`config.mk`:
```
export PLATFORM = sky130hd
export DESIGN_NAME = clock_wake_ctrl
export DESIGN_NICKNAME = d
export VERILOG_FILES = /design/src/core/clkwake_pkg.sv /design/src/core/clock_wake_ctrl.sv
export SDC_FILE = /design/constraint.sdc
export NUM_CORES = 1
export LEC_CHECK = 0
export BUFFER_PORTS_ARGS = -buffer_cell sky130_fd_sc_hd__buf_2
export CORE_MARGIN = 2
export CORE_UTILIZATION = 30
export CTS_CLUSTER_SIZE = 30
export DETAILED_ROUTE_END_ITERATION = 8
export HOLD_SLACK_MARGIN = 0.03
export PLACE_DENSITY_LB_ADDON = 0.15
export SYNTH_ARGS = -nofsm -noshare
export SYNTH_HDL_FRONTEND = slang
export SYNTH_SLANG_ARGS = --single-unit
```
`constraint.sdc`:
```
create_clock -name hclk -period 2 [get_ports hclk]
set_clock_uncertainty 0.2 [all_clocks]
set_input_delay 0.4 -clock hclk [delete_from_list [all_inputs] [get_ports hclk]]
set_output_delay 0.4 -clock hclk [all_outputs]
set_load 0.1 [all_outputs]
```
`src/core/clkwake_pkg.sv`:
```
package clkwake_pkg;

    // ------------------------------------------------------------
    // Register byte offsets
    // ------------------------------------------------------------
    localparam logic [7:0] ADDR_REG_CTL = 8'h00;
    localparam logic [7:0] ADDR_PLL_DIV = 8'h04;
    localparam logic [7:0] ADDR_PLL_MUL = 8'h08;
    localparam logic [7:0] ADDR_SDRAM_GC = 8'h0C;
    localparam logic [7:0] ADDR_ASYNC_GC = 8'h10;
    localparam logic [7:0] ADDR_STATUS = 8'h14;

    // ------------------------------------------------------------
    // Field positions
    // ------------------------------------------------------------
    localparam int REGULATOR_FREQUENCY_FIELD_LSB = 0;
    localparam int LEVEL_LSB = 4;
    localparam int BUFFERED_INPUT_CLOCK_OUT_EN_BIT = 8;
    localparam int RTC_WAKE_BIT = 9;
    localparam int USB_WAKE_BIT = 10;
    localparam int ETH_WAKE_BIT = 11;
    localparam int SSEL_LSB = 0;
    localparam int CSEL_LSB = 4;
    localparam int MUL_LSB = 0;
    localparam int SYSTEM_CLOCK_OUT_EN_BIT = 0;

    // ------------------------------------------------------------
    // Reset values
    // ------------------------------------------------------------
    localparam logic [1:0] REGULATOR_FREQUENCY_FIELD_RST = 2'h3;
    localparam logic [3:0] LEVEL_RST = 4'h8;
    localparam logic [3:0] SSEL_RST = 4'h5;
    localparam logic [1:0] CSEL_RST = 2'h0;
    localparam logic [5:0] MUL_RST = 6'h0A;
    localparam logic [6:0] PIN_RST = 7'h11;

    // ------------------------------------------------------------
    // Timing
    // ------------------------------------------------------------
    localparam int VOLT_STEP_MV = 50;
    localparam int CLK_PERIOD_NS = 50;
    localparam int SOFTSTART_NS = 1000;
    localparam int SOFTSTART_CYC = (SOFTSTART_NS + CLK_PERIOD_NS - 1) / CLK_PERIOD_NS;
    localparam logic [2:0] STRAP_SETTLE = 3'h5;

    typedef enum logic [3:0] {
        ST_ON = 4'b0001,
        ST_DOWN = 4'b0010,
        ST_WAIT_PG = 4'b0100,
        ST_BOOT = 4'b1000
    } pwr_state_t;

endpackage : clkwake_pkg

```
`src/core/clock_wake_ctrl.sv`:
```
`timescale 1ns/1ps
module clock_wake_ctrl
    import clkwake_pkg::*;
#(
    parameter int SOFTSTART_CYCLES = SOFTSTART_CYC
)
(
    // Clock and reset
    input wire logic hclk,
    input wire logic hresetn,
    // AHB-Lite slave
    input wire logic hsel,
    input wire logic [31:0] haddr,
    input wire logic [1:0] htrans,
    input wire logic hwrite,
    input wire logic [2:0] hsize,
    input wire logic [31:0] hwdata,
    input wire logic hready,
    output logic hreadyout,
    output logic [31:0] hrdata,
    output logic hresp,
    // Pins in
    input wire logic input_clock,
    input wire logic regulator_mode_select_pin,
    input wire logic rtc_wake,
    input wire logic usb_wake,
    input wire logic eth_wake,
    input wire logic reset_pin_n,
    // Shared soft-start / power-good pin
    input wire logic softstart_powergood_in,
    output logic softstart_powergood_out,
    output logic softstart_powergood_oe,
    // Power outputs
    output logic first_wake_output,
    output logic regulator_drive_output,
    output logic core_supply_en,
    output logic [3:0] core_voltage_code,
    output logic boot_start,
    // Clock outputs
    output logic buffered_input_clock_out,
    output logic system_clock_out,
    output logic core_clock,
    output logic [5:0] pll_multiplier
);

    // ------------------------------------------------------------
    // Functions
    // ------------------------------------------------------------
    function automatic logic [3:0] div_count(input logic [3:0] cnt, input logic [3:0] div);
        logic [3:0] nxt;
        nxt = cnt + 4'h1;
        return (nxt >= div) ? 4'h0 : nxt;
    endfunction : div_count

    // ------------------------------------------------------------
    // Pin synchronisers
    // ------------------------------------------------------------
    logic [6:0] pins_in;
    logic [6:0] s1_q;
    logic [6:0] s2_q;
    logic [6:0] s3_q;
    logic [6:0] filt_q;

    assign pins_in = {input_clock, regulator_mode_select_pin, softstart_powergood_in,
                      rtc_wake, usb_wake, eth_wake, reset_pin_n};

    always_ff @(posedge hclk or negedge hresetn)
    begin
        if (!hresetn)
        begin
            s1_q <= PIN_RST;
            s2_q <= PIN_RST;
            s3_q <= PIN_RST;
            filt_q <= PIN_RST;
        end
        else
        begin
            s1_q <= pins_in;
            s2_q <= s1_q;
            s3_q <= s2_q;
            // Change taken once second and third stage agree
            filt_q <= (s2_q & s3_q) | (filt_q & (s2_q ^ s3_q));
        end
    end

    // ------------------------------------------------------------
    // Mode strap capture after reset release
    // ------------------------------------------------------------
    logic [2:0] strap_cnt_q;
    logic strap_done_q;
    logic ext_mode_q;

    always_ff @(posedge hclk or negedge hresetn)
    begin
        if (!hresetn)
        begin
            strap_cnt_q <= 3'h0;
            strap_done_q <= 1'b0;
            ext_mode_q <= 1'b0;
        end
        else if (!strap_done_q)
        begin
            strap_cnt_q <= strap_cnt_q + 3'h1;
            if (strap_cnt_q == STRAP_SETTLE)
            begin
                strap_done_q <= 1'b1;
                ext_mode_q <= filt_q[5];
            end
        end
    end

    // ------------------------------------------------------------
    // Bus slave
    // ------------------------------------------------------------
    logic acc;
    logic wr_q;
    logic rd1_q;
    logic [7:0] addr_q;
    logic [31:0] hrdata_q;
    logic [31:0] rd_word;

    assign acc = hsel & hready & htrans[1];
    assign hreadyout = ~rd1_q;
    assign hresp = 1'b0;
    assign hrdata = hrdata_q;

    always_ff @(posedge hclk or negedge hresetn)
    begin
        if (!hresetn)
        begin
            wr_q <= 1'b0;
            rd1_q <= 1'b0;
            addr_q <= 8'h00;
        end
        else
        begin
            wr_q <= acc & hwrite & (hsize == 3'h2);
            rd1_q <= acc & ~hwrite;
            if (acc)
                addr_q <= haddr[7:0];
        end
    end

    always_ff @(posedge hclk or negedge hresetn)
    begin
        if (!hresetn)
            hrdata_q <= 32'h0000_0000;
        else if (rd1_q)
            hrdata_q <= rd_word;
    end

    // ------------------------------------------------------------
    // Registers
    // ------------------------------------------------------------
    logic [1:0] regulator_frequency_field_q;
    logic [3:0] level_q;
    logic buffered_input_clock_out_en_q;
    logic [2:0] wake_en_q;
    logic [3:0] ssel_q;
    logic [1:0] csel_q;
    logic [5:0] mul_q;
    logic sdram_ck_q;
    logic async_ck_q;
    pwr_state_t state_q;
    logic wake_any;
    logic wake_restore;
    logic pg_ok;
    logic supply_on;

    logic wr_ctl;
    assign wr_ctl = wr_q & (addr_q == ADDR_REG_CTL);

    always_ff @(posedge hclk or negedge hresetn)
    begin
        if (!hresetn)
        begin
            regulator_frequency_field_q <= REGULATOR_FREQUENCY_FIELD_RST;
            level_q <= LEVEL_RST;
            buffered_input_clock_out_en_q <= 1'b1;
            wake_en_q <= 3'h0;
        end
        else
        begin
            if (wr_ctl)
            begin
                regulator_frequency_field_q <= hwdata[REGULATOR_FREQUENCY_FIELD_LSB +: 2];
                level_q <= hwdata[LEVEL_LSB +: 4];
                buffered_input_clock_out_en_q <= hwdata[BUFFERED_INPUT_CLOCK_OUT_EN_BIT];
                wake_en_q <= {hwdata[ETH_WAKE_BIT], hwdata[USB_WAKE_BIT], hwdata[RTC_WAKE_BIT]};
            end
            // Wake restores a running frequency; it wins over a write
            if (wake_restore)
                regulator_frequency_field_q <= REGULATOR_FREQUENCY_FIELD_RST;
        end
    end

    always_ff @(posedge hclk or negedge hresetn)
    begin
        if (!hresetn)
        begin
            ssel_q <= SSEL_RST;
            csel_q <= CSEL_RST;
            mul_q <= MUL_RST;
            sdram_ck_q <= 1'b1;
            async_ck_q <= 1'b1;
        end
        else if (wr_q)
        begin
            if (addr_q == ADDR_PLL_DIV)
            begin
                // Zero is no legal divisor, keep previous setting
                if (hwdata[SSEL_LSB +: 4] != 4'h0)
                    ssel_q <= hwdata[SSEL_LSB +: 4];
                csel_q <= hwdata[CSEL_LSB +: 2];
            end
            if (addr_q == ADDR_PLL_MUL)
                mul_q <= hwdata[MUL_LSB +: 6];
            if (addr_q == ADDR_SDRAM_GC)
                sdram_ck_q <= hwdata[SYSTEM_CLOCK_OUT_EN_BIT];
            if (addr_q == ADDR_ASYNC_GC)
                async_ck_q <= hwdata[SYSTEM_CLOCK_OUT_EN_BIT];
        end
    end

    always_comb
    begin
        rd_word = 32'h0000_0000;
        case (addr_q)
            ADDR_REG_CTL:
            begin
                rd_word[REGULATOR_FREQUENCY_FIELD_LSB +: 2] = regulator_frequency_field_q;
                rd_word[LEVEL_LSB +: 4] = level_q;
                rd_word[BUFFERED_INPUT_CLOCK_OUT_EN_BIT] = buffered_input_clock_out_en_q;
                rd_word[RTC_WAKE_BIT] = wake_en_q[0];
                rd_word[USB_WAKE_BIT] = wake_en_q[1];
                rd_word[ETH_WAKE_BIT] = wake_en_q[2];
            end
            ADDR_PLL_DIV:
            begin
                rd_word[SSEL_LSB +: 4] = ssel_q;
                rd_word[CSEL_LSB +: 2] = csel_q;
            end
            ADDR_PLL_MUL: rd_word[MUL_LSB +: 6] = mul_q;
            ADDR_SDRAM_GC: rd_word[SYSTEM_CLOCK_OUT_EN_BIT] = sdram_ck_q;
            ADDR_ASYNC_GC: rd_word[SYSTEM_CLOCK_OUT_EN_BIT] = async_ck_q;
            ADDR_STATUS: rd_word[6:0] = {state_q, pg_ok, ext_mode_q, supply_on};
            default: rd_word = 32'h0000_0000;
        endcase
    end

    // ------------------------------------------------------------
    // Power sequencer
    // ------------------------------------------------------------
    logic [5:0] ss_cnt_q;
    logic boot_q;

    assign pg_ok = ~filt_q[4];
    assign supply_on = (state_q != ST_DOWN);
    // Reset pin wake is always armed
    assign wake_any = (filt_q[3] & wake_en_q[0]) | (filt_q[2] & wake_en_q[1]) |
                      (filt_q[1] & wake_en_q[2]) | ~filt_q[0];
    assign wake_restore = (state_q == ST_DOWN) & wake_any;

    always_ff @(posedge hclk or negedge hresetn)
    begin
        if (!hresetn)
        begin
            state_q <= ST_ON;
            ss_cnt_q <= 6'h00;
            boot_q <= 1'b0;
        end
        else
        begin
            boot_q <= 1'b0;
            case (state_q)
                ST_ON:
                    if (regulator_frequency_field_q == 2'h0)
                        state_q <= ST_DOWN;
                ST_DOWN:
                    if (wake_any)
                    begin
                        ss_cnt_q <= 6'h00;
                        state_q <= ext_mode_q ? ST_WAIT_PG : ST_BOOT;
                    end
                ST_WAIT_PG:
                    if (pg_ok)
                    begin
                        boot_q <= 1'b1;
                        state_q <= ST_ON;
                    end
                ST_BOOT:
                begin
                    ss_cnt_q <= ss_cnt_q + 6'h01;
                    if (ss_cnt_q == 6'(SOFTSTART_CYCLES - 1))
                    begin
                        boot_q <= 1'b1;
                        state_q <= ST_ON;
                    end
                end
                default: state_q <= ST_ON;
            endcase
        end
    end

    // ------------------------------------------------------------
    // Regulator pins
    // ------------------------------------------------------------
    logic [3:0] pwm_cnt_q;
    logic wake1_q;
    logic drive_q;
    logic ss_out_q;
    logic supply_q;

    always_ff @(posedge hclk or negedge hresetn)
    begin
        if (!hresetn)
        begin
            pwm_cnt_q <= 4'h0;
            wake1_q <= 1'b1;
            drive_q <= 1'b0;
            ss_out_q <= 1'b0;
            supply_q <= 1'b1;
        end
        else
        begin
            pwm_cnt_q <= pwm_cnt_q + 4'h1;
            wake1_q <= supply_on;
            supply_q <= supply_on;
            // External mode: drive pin carries the second wake level
            drive_q <= ext_mode_q ? supply_on : (supply_on & (pwm_cnt_q < level_q));
            ss_out_q <= supply_on;
        end
    end

    assign first_wake_output = wake1_q;
    assign regulator_drive_output = drive_q;
    assign core_supply_en = supply_q;
    assign core_voltage_code = level_q;
    assign boot_start = boot_q;
    assign softstart_powergood_out = ss_out_q;
    assign softstart_powergood_oe = ~ext_mode_q;
    assign pll_multiplier = mul_q;

    // ------------------------------------------------------------
    // Clock dividers
    // ------------------------------------------------------------
    logic [3:0] sys_cnt_q;
    logic [3:0] sys_div_q;
    logic [3:0] core_cnt_q;
    logic [3:0] core_div_q;
    logic sys_wrap;
    logic core_wrap;
    logic sys_out_q;
    logic core_out_q;
    logic buffered_input_clock_out_q;

    assign sys_wrap = (sys_cnt_q == sys_div_q - 4'h1);
    assign core_wrap = (core_cnt_q == core_div_q - 4'h1);

    always_ff @(posedge hclk or negedge hresetn)
    begin
        if (!hresetn)
        begin
            sys_cnt_q <= 4'h0;
            sys_div_q <= SSEL_RST;
            core_cnt_q <= 4'h0;
            core_div_q <= 4'h1;
        end
        else
        begin
            sys_cnt_q <= div_count(sys_cnt_q, sys_div_q);
            core_cnt_q <= div_count(core_cnt_q, core_div_q);
            // New ratio only at period end, no relock, no runt
            if (sys_wrap)
                sys_div_q <= ssel_q;
            if (core_wrap)
                core_div_q <= 4'h1 << csel_q;
        end
    end

    always_ff @(posedge hclk or negedge hresetn)
    begin
        if (!hresetn)
        begin
            sys_out_q <= 1'b0;
            core_out_q <= 1'b0;
            buffered_input_clock_out_q <= 1'b0;
        end
        else
        begin
            sys_out_q <= sys_wrap & supply_on & (sdram_ck_q | async_ck_q);
            core_out_q <= core_wrap & supply_on;
            buffered_input_clock_out_q <= filt_q[6] & buffered_input_clock_out_en_q;
        end
    end

    assign system_clock_out = sys_out_q;
    assign core_clock = core_out_q;
    assign buffered_input_clock_out = buffered_input_clock_out_q;
endmodule : clock_wake_ctrl

```
# Word-level counts from Yosys, hierarchy flattened
# Cells that the tools add are included.
[totals] register_bits=116 latch_bits=0 ram_bits=0 mem_bits_ro=0 in_bits=81 out_inout_bits=53 wordCells=130 n_memories=0
[op_classes] n_addsub=7 n_mul=0 div_mod_pow=0 order_cmp=3 eq_ne=19 shift=1 muxes=24 bitwise=29 reduce_logical=13
[ops] cell="$mux 4" count=7
[ops] cell="$eq 8x4->1 const B" count=2
[ops] cell="$eq 8x5->1 const B" count=2
[ops] cell="$pmux 4 s4" count=1
[ops] cell="$and 1x1->1" count=15
[ops] cell="$and 7x7->7" count=2
[ops] cell="$add 4x1->4 const B" count=3
[ops] cell="$pmux 6 s2" count=1
[ops] cell="$reduce_and 2->1" count=6
[ops] cell="$eq 4x4->1" count=2
[ops] cell="$eq 8x3->1 const B" count=1
[ops] cell="$ge 4x4->1" count=2
[ops] cell="$logic_not 8->1" count=1
[ops] cell="$ne 2x2->1 const B" count=4
[ops] cell="$pmux 2 s4" count=1
[ops] cell="$sub 4x1->4 const B" count=2
[ops] cell="$or 7x7->7" count=1
[ops] cell="$xor 7x7->7" count=1
[ops] cell="$add 6x1->6 const B" count=1
[ops] cell="$eq 6x5->1 const B" count=1
[ops] cell="$mux 6" count=1
[ops] cell="$not 1->1" count=6
[ops] cell="$pmux 1 s6" count=1
[ops] cell="$pmux 2 s3" count=1
[ops] cell="21 further kinds" count=31

# Depth between registers and ports, before layout
[depth] depth_word=6 mapped_depth=6 mapped_depth_nobuf=6

# Least setup slack after synthesis
# OpenSTA, ideal clock, no wires.
[synth_timing] kind="flip-flop to output port" start="register rd1_q" end="output hreadyout" arrival_ns=1.498 required_time_ns=1.400 path_slack_ns=-0.098 stages_incl_launch_ff=3 n_path_buf=1 cell_sequence="dfrtp_1 -> inv_1 -> clkbuf_1"
[synth_via] elab_chain_len=1
[synth_lines] element="start, declared" line_no="clock_wake_ctrl.sv:117" text="logic rd1_q;"
[synth_lines] element="start signal, assigned" line_no="clock_wake_ctrl.sv:138" text="rd1_q <= acc & ~hwrite;"
[synth_lines] element="$not 1->1" line_no="clock_wake_ctrl.sv:123" text="assign hreadyout = ~rd1_q;"
[synth_lines] element="end, declared" line_no="clock_wake_ctrl.sv:19" text="output logic hreadyout,"
# Every way passes these cells.

# Worst setup path in the final report
[layout_timing] start="register supply_q (netlist: core_supply_en)" end="output core_supply_en"
[layout_lines] element="start, declared" line_no="clock_wake_ctrl.sv:312" text="logic supply_q;"
[layout_lines] element="start signal, assigned" line_no="clock_wake_ctrl.sv:328" text="supply_q <= supply_on;"
[layout_lines] element="end, declared" line_no="clock_wake_ctrl.sv:36" text="output logic core_supply_en,"
# No word-level cell between the ends.

==> impl_results.md <==
* Status: complete, no violations
* Gpl congestion at 0.7865
* Die height at 136.6 um
* Global route hottest layer: met2
* Sequential power share at 0.400
* MaxCap Viol Count at 0
* Achievable Freq at 513.6 MHz
* Initial DRC Count at 148
* Num ports at 134
* Clock sinks at 116
* Wire per inst at 15.08 um
* Tcrit/Tclk final at 0.9735
* Hold path cells at 2
* Seq/Total Area, Yosys at 0.5561
* Final ANT Viol Nets at 0
* WP data arrival at 1.35 ns
* WP buf/inv at 1
* Post-synth EDFFs at 0
* Crit path cell chain: buf_2
* Clk pwr share at 0.473
* Mapped Area at 5271 um2
* Seq cells post-synth at 116
* Root buf cell: clkbuf_16
* GRT met1 Usage at 0.1805
* Post-route insts no fill at 809
* Slew @ Worst Pin at 0.5162 ns
* Post-synthesis cell count at 431
* Critical Path RT at 1.40 ns
* Crit path kind: flop to output pin
* Startpoint Class: flop
* CP Max Fanout at 2
* GRT overflow at 0
* Worst R2R Start: sys_div_q[0]$_DFFE_PN1N_
* Drt pass-1 iters at 4
* Largest net degree at the start of global routing at 34
* Post-synth cell types at 52
* Vias in the first global route at 3,727
* Min-Delay Startpoint: hwdata[3]
* Vias post-DR at 3,724
* Hold EP: pll_multiplier[3]$_DFFE_PN1P_
* Endpoints failing hold at 0
* Clock-pin transition on the worst setup and hold timing paths at 0.05 ns
* Core Util, Final at 0.4118
* Placed Cells at 748
* Area Growth Syn to Fin at 34.65%
* DIE AREA at 18,650 um2
* Hold Crit Class: primary input to flop
* Gr usage total at 0.1395
* Core region area at 17,240 um2
* # DRC at 0
* Hold_ws at 0.07835 ns
* Internal power at 0.004774 W
* Peak supply drop at 0.5853 mV
* Synth async-reset ratio at 1.000
* Detail Placement HPWL at 8.887 mm
* Slew HR at 0.6583
* Pleak at 3.335 nW
* Switch Pwr at 0.001645 W
* Starting Density at 0.3058
* Routed wire length at 12.20 mm
* Synthesized area per cell at 12.23 um2
* CP Capture Type: output pin
* Sw Ratio at 0.2563
* Crit path largest cell delay at 0.52 ns
* RR Endpoint: sys_div_q[3]$_DFFE_PN0N_
* Row cnt at 48
* Critical-path top delay cell: dfstp_2
* DIE WIDTH at 136.6 um
* Share of layout cells above drive strength 1 at 0.3818
* Synth warnings at 0
* Setup Viol. Count Final at 0
* Port Buffer Count at 67
* M2 GR Usage at 0.2214
* Final min period at 1.947 ns
* Logic pwr share at 0.128
* Initial antenna violation count at 0
* Setup TNS at 0 ns
* CP top delay family: flip-flops
* R2R Setup Slk at 0.05 ns
* Post-synth top flop: dfrtp_1
* Layout Nets at 678
* Clock Tree Buf Depth at 2
* Routing usage on met3 at 0.04556
* CTS tree: yes
* Max Slew Vio Count at 0
* P per Cell Area at 904.3 nW/um2
* First-pass GRT wire length at 19.60 mm
* ANT cells at 0
* Num CTS Buffers at 17
* Pwr Total at 0.006419 W
* H-tree lvl count at 4
* Worst reg2reg path depth at 6
* Worst-skew pair later-pin latency at 0.41 ns
* Vias/cell at 4.603
## power by group through the flow
stage | sequential, W | clock [W] | combinational, W
finish | 0.00257 | 0.00303 | 0.000819
global route | 0.00258 | 0.00325 | 0.000881
CTS | 0.00257 | 0.00312 | 0.000827
detailed placement | 0.00261 | 0 | 0.000786
global placement | 0.00260 | 0 | 0.000780
floorplan | 0.00272 | 0 | 0.000451
## cells in the final DEF, fill, tap and decap left out, types with 5 or more instances in the layout
cell type / instances
clkbuf_1: 7
a21o_1: 13
inv_1: 28
nand4_1: 7
dlygate4sd3_1: 25
mux2_2: 35
clkbuf_16: 17
o21ai_0: 8
xnor2_1: 8
nor2b_1: 5
nand3_1: 11
a22o_1: 7
nand2_1: 25
ha_1: 23
nand2b_1: 6
o2bb2ai_1: 5
buf_4: 41
buf_2: 60
xor2_1: 6
a211oi_2: 8
nor3_1: 5
nor2_1: 17
a32oi_1: 5
dfrtp_1: 90
dfstp_2: 23
mux2i_1: 6
conb_1: 21
## Yosys cell counts (5+ instances only)
cell type,n,share of area
a211oi_1,8,0.011
a21o_1,14,0.020
a22o_1,7,0.012
a32oi_1,5,0.0083
and2_1,6,0.0071
buf_4,22,0.031
dfrtp_1,93,0.44
dfstp_2,23,0.11
ha_1,26,0.062
inv_1,28,0.020
mux2_2,36,0.077
mux2i_1,6,0.011
nand2_1,25,0.018
nand2b_1,6,0.0071
nand3_1,13,0.012
nand4_1,7,0.0083
nor2_1,17,0.012
nor2b_1,5,0.0059
nor3_1,5,0.0047
o21ai_0,8,0.0076
o2bb2ai_1,5,0.0083
xnor2_1,12,0.020
xor2_1,7,0.012
## registers in the layout, summed over array words and instances, names as in the netlist, 3 cells and up
signal / cells
hrdata: 12
s2_q: 7
ssel_q: 4
ss_cnt_q: 6
wake_en_q: 3
s3_q: 7
core_cnt_q: 4
s1_q: 7
state_q: 4
addr_q: 8
sys_div_q: 4
core_div_q: 4
pwm_cnt_q: 4
strap_cnt_q: 3
core_voltage_code: 4
filt_q: 7
pll_multiplier: 6
sys_cnt_q: 4
## worst max path at each step
stage                              startpoint                  endpoint  cells past startpoint
floorplan            sys_div_q[0]$_DFFE_PN1N_  sys_div_q[1]$_DFFE_PN0N_                      6
global placement     sys_div_q[0]$_DFFE_PN1N_  sys_div_q[3]$_DFFE_PN0N_                      6
detailed placement   sys_div_q[0]$_DFFE_PN1N_  sys_div_q[3]$_DFFE_PN0N_                      6
CTS                 core_div_q[0]$_DFFE_PN1N_   core_cnt_q[1]$_DFF_PN0_                      6
global route          core_cnt_q[0]$_DFF_PN0_   core_cnt_q[2]$_DFF_PN0_                      5
finish               core_supply_en$_DFF_PN1_            core_supply_en                      1
## routing by layer
layer  wire (um)  up-vias
li1            -     1774
met1        5543     1845
met2        5904       94
met3         599       11
met4         153        0
met5           0        -
## layout make-up
cell class              instances  area (um2)
clock buffers                  27       493.0
clock inverters                 5       100.1
fillers                      1630       10140
inverters                      28       105.1
multi-input cells             277        2250
flip-flops and latches        116        2935
well taps                     225       281.5
repair buffers                131       933.4
## worst register-to-register path, stage by stage, from the launching register on
cell	delay, ns
dfstp_2	0.52
inv_1	0.07
ha_4	0.28
xor2_2	0.15
and2_4	0.18
nand3_4	0.11
mux2_4	0.32
## kinds of logic after synthesis
family / share of synthesized area
compound gates: 0.09305
xor+xnor: 0.03157
fa+ha+maj: 0.06171
buf+inv: 0.05887
flops: 0.5561
mux: 0.09257
other cells: 0.0007114
simple gates: 0.1054
## through the flow
stage          setup WS, ns  cell area, um2
2_1_floorplan       0.02999            5350
3_3_place_gp       -0.03326            6066
3_5_place_dp       -0.06626            6066
4_1_cts            -0.01036            6942
5_1_grt            -0.02381            7098
6_report            0.05302            7098
## repair_timing
action / in CTS / in global routing
gates cloned: 0 / 0
endpoints found under the setup margin: 7 / 17
pin swaps: 1 / 13
hold buffers: 25 / 0
buffers inserted: 0 / 4
endpoints found under the hold margin: 39 / 0
gates resized for setup: 8 / 23
No activity file was read; power rests on OpenSTA's default activity.
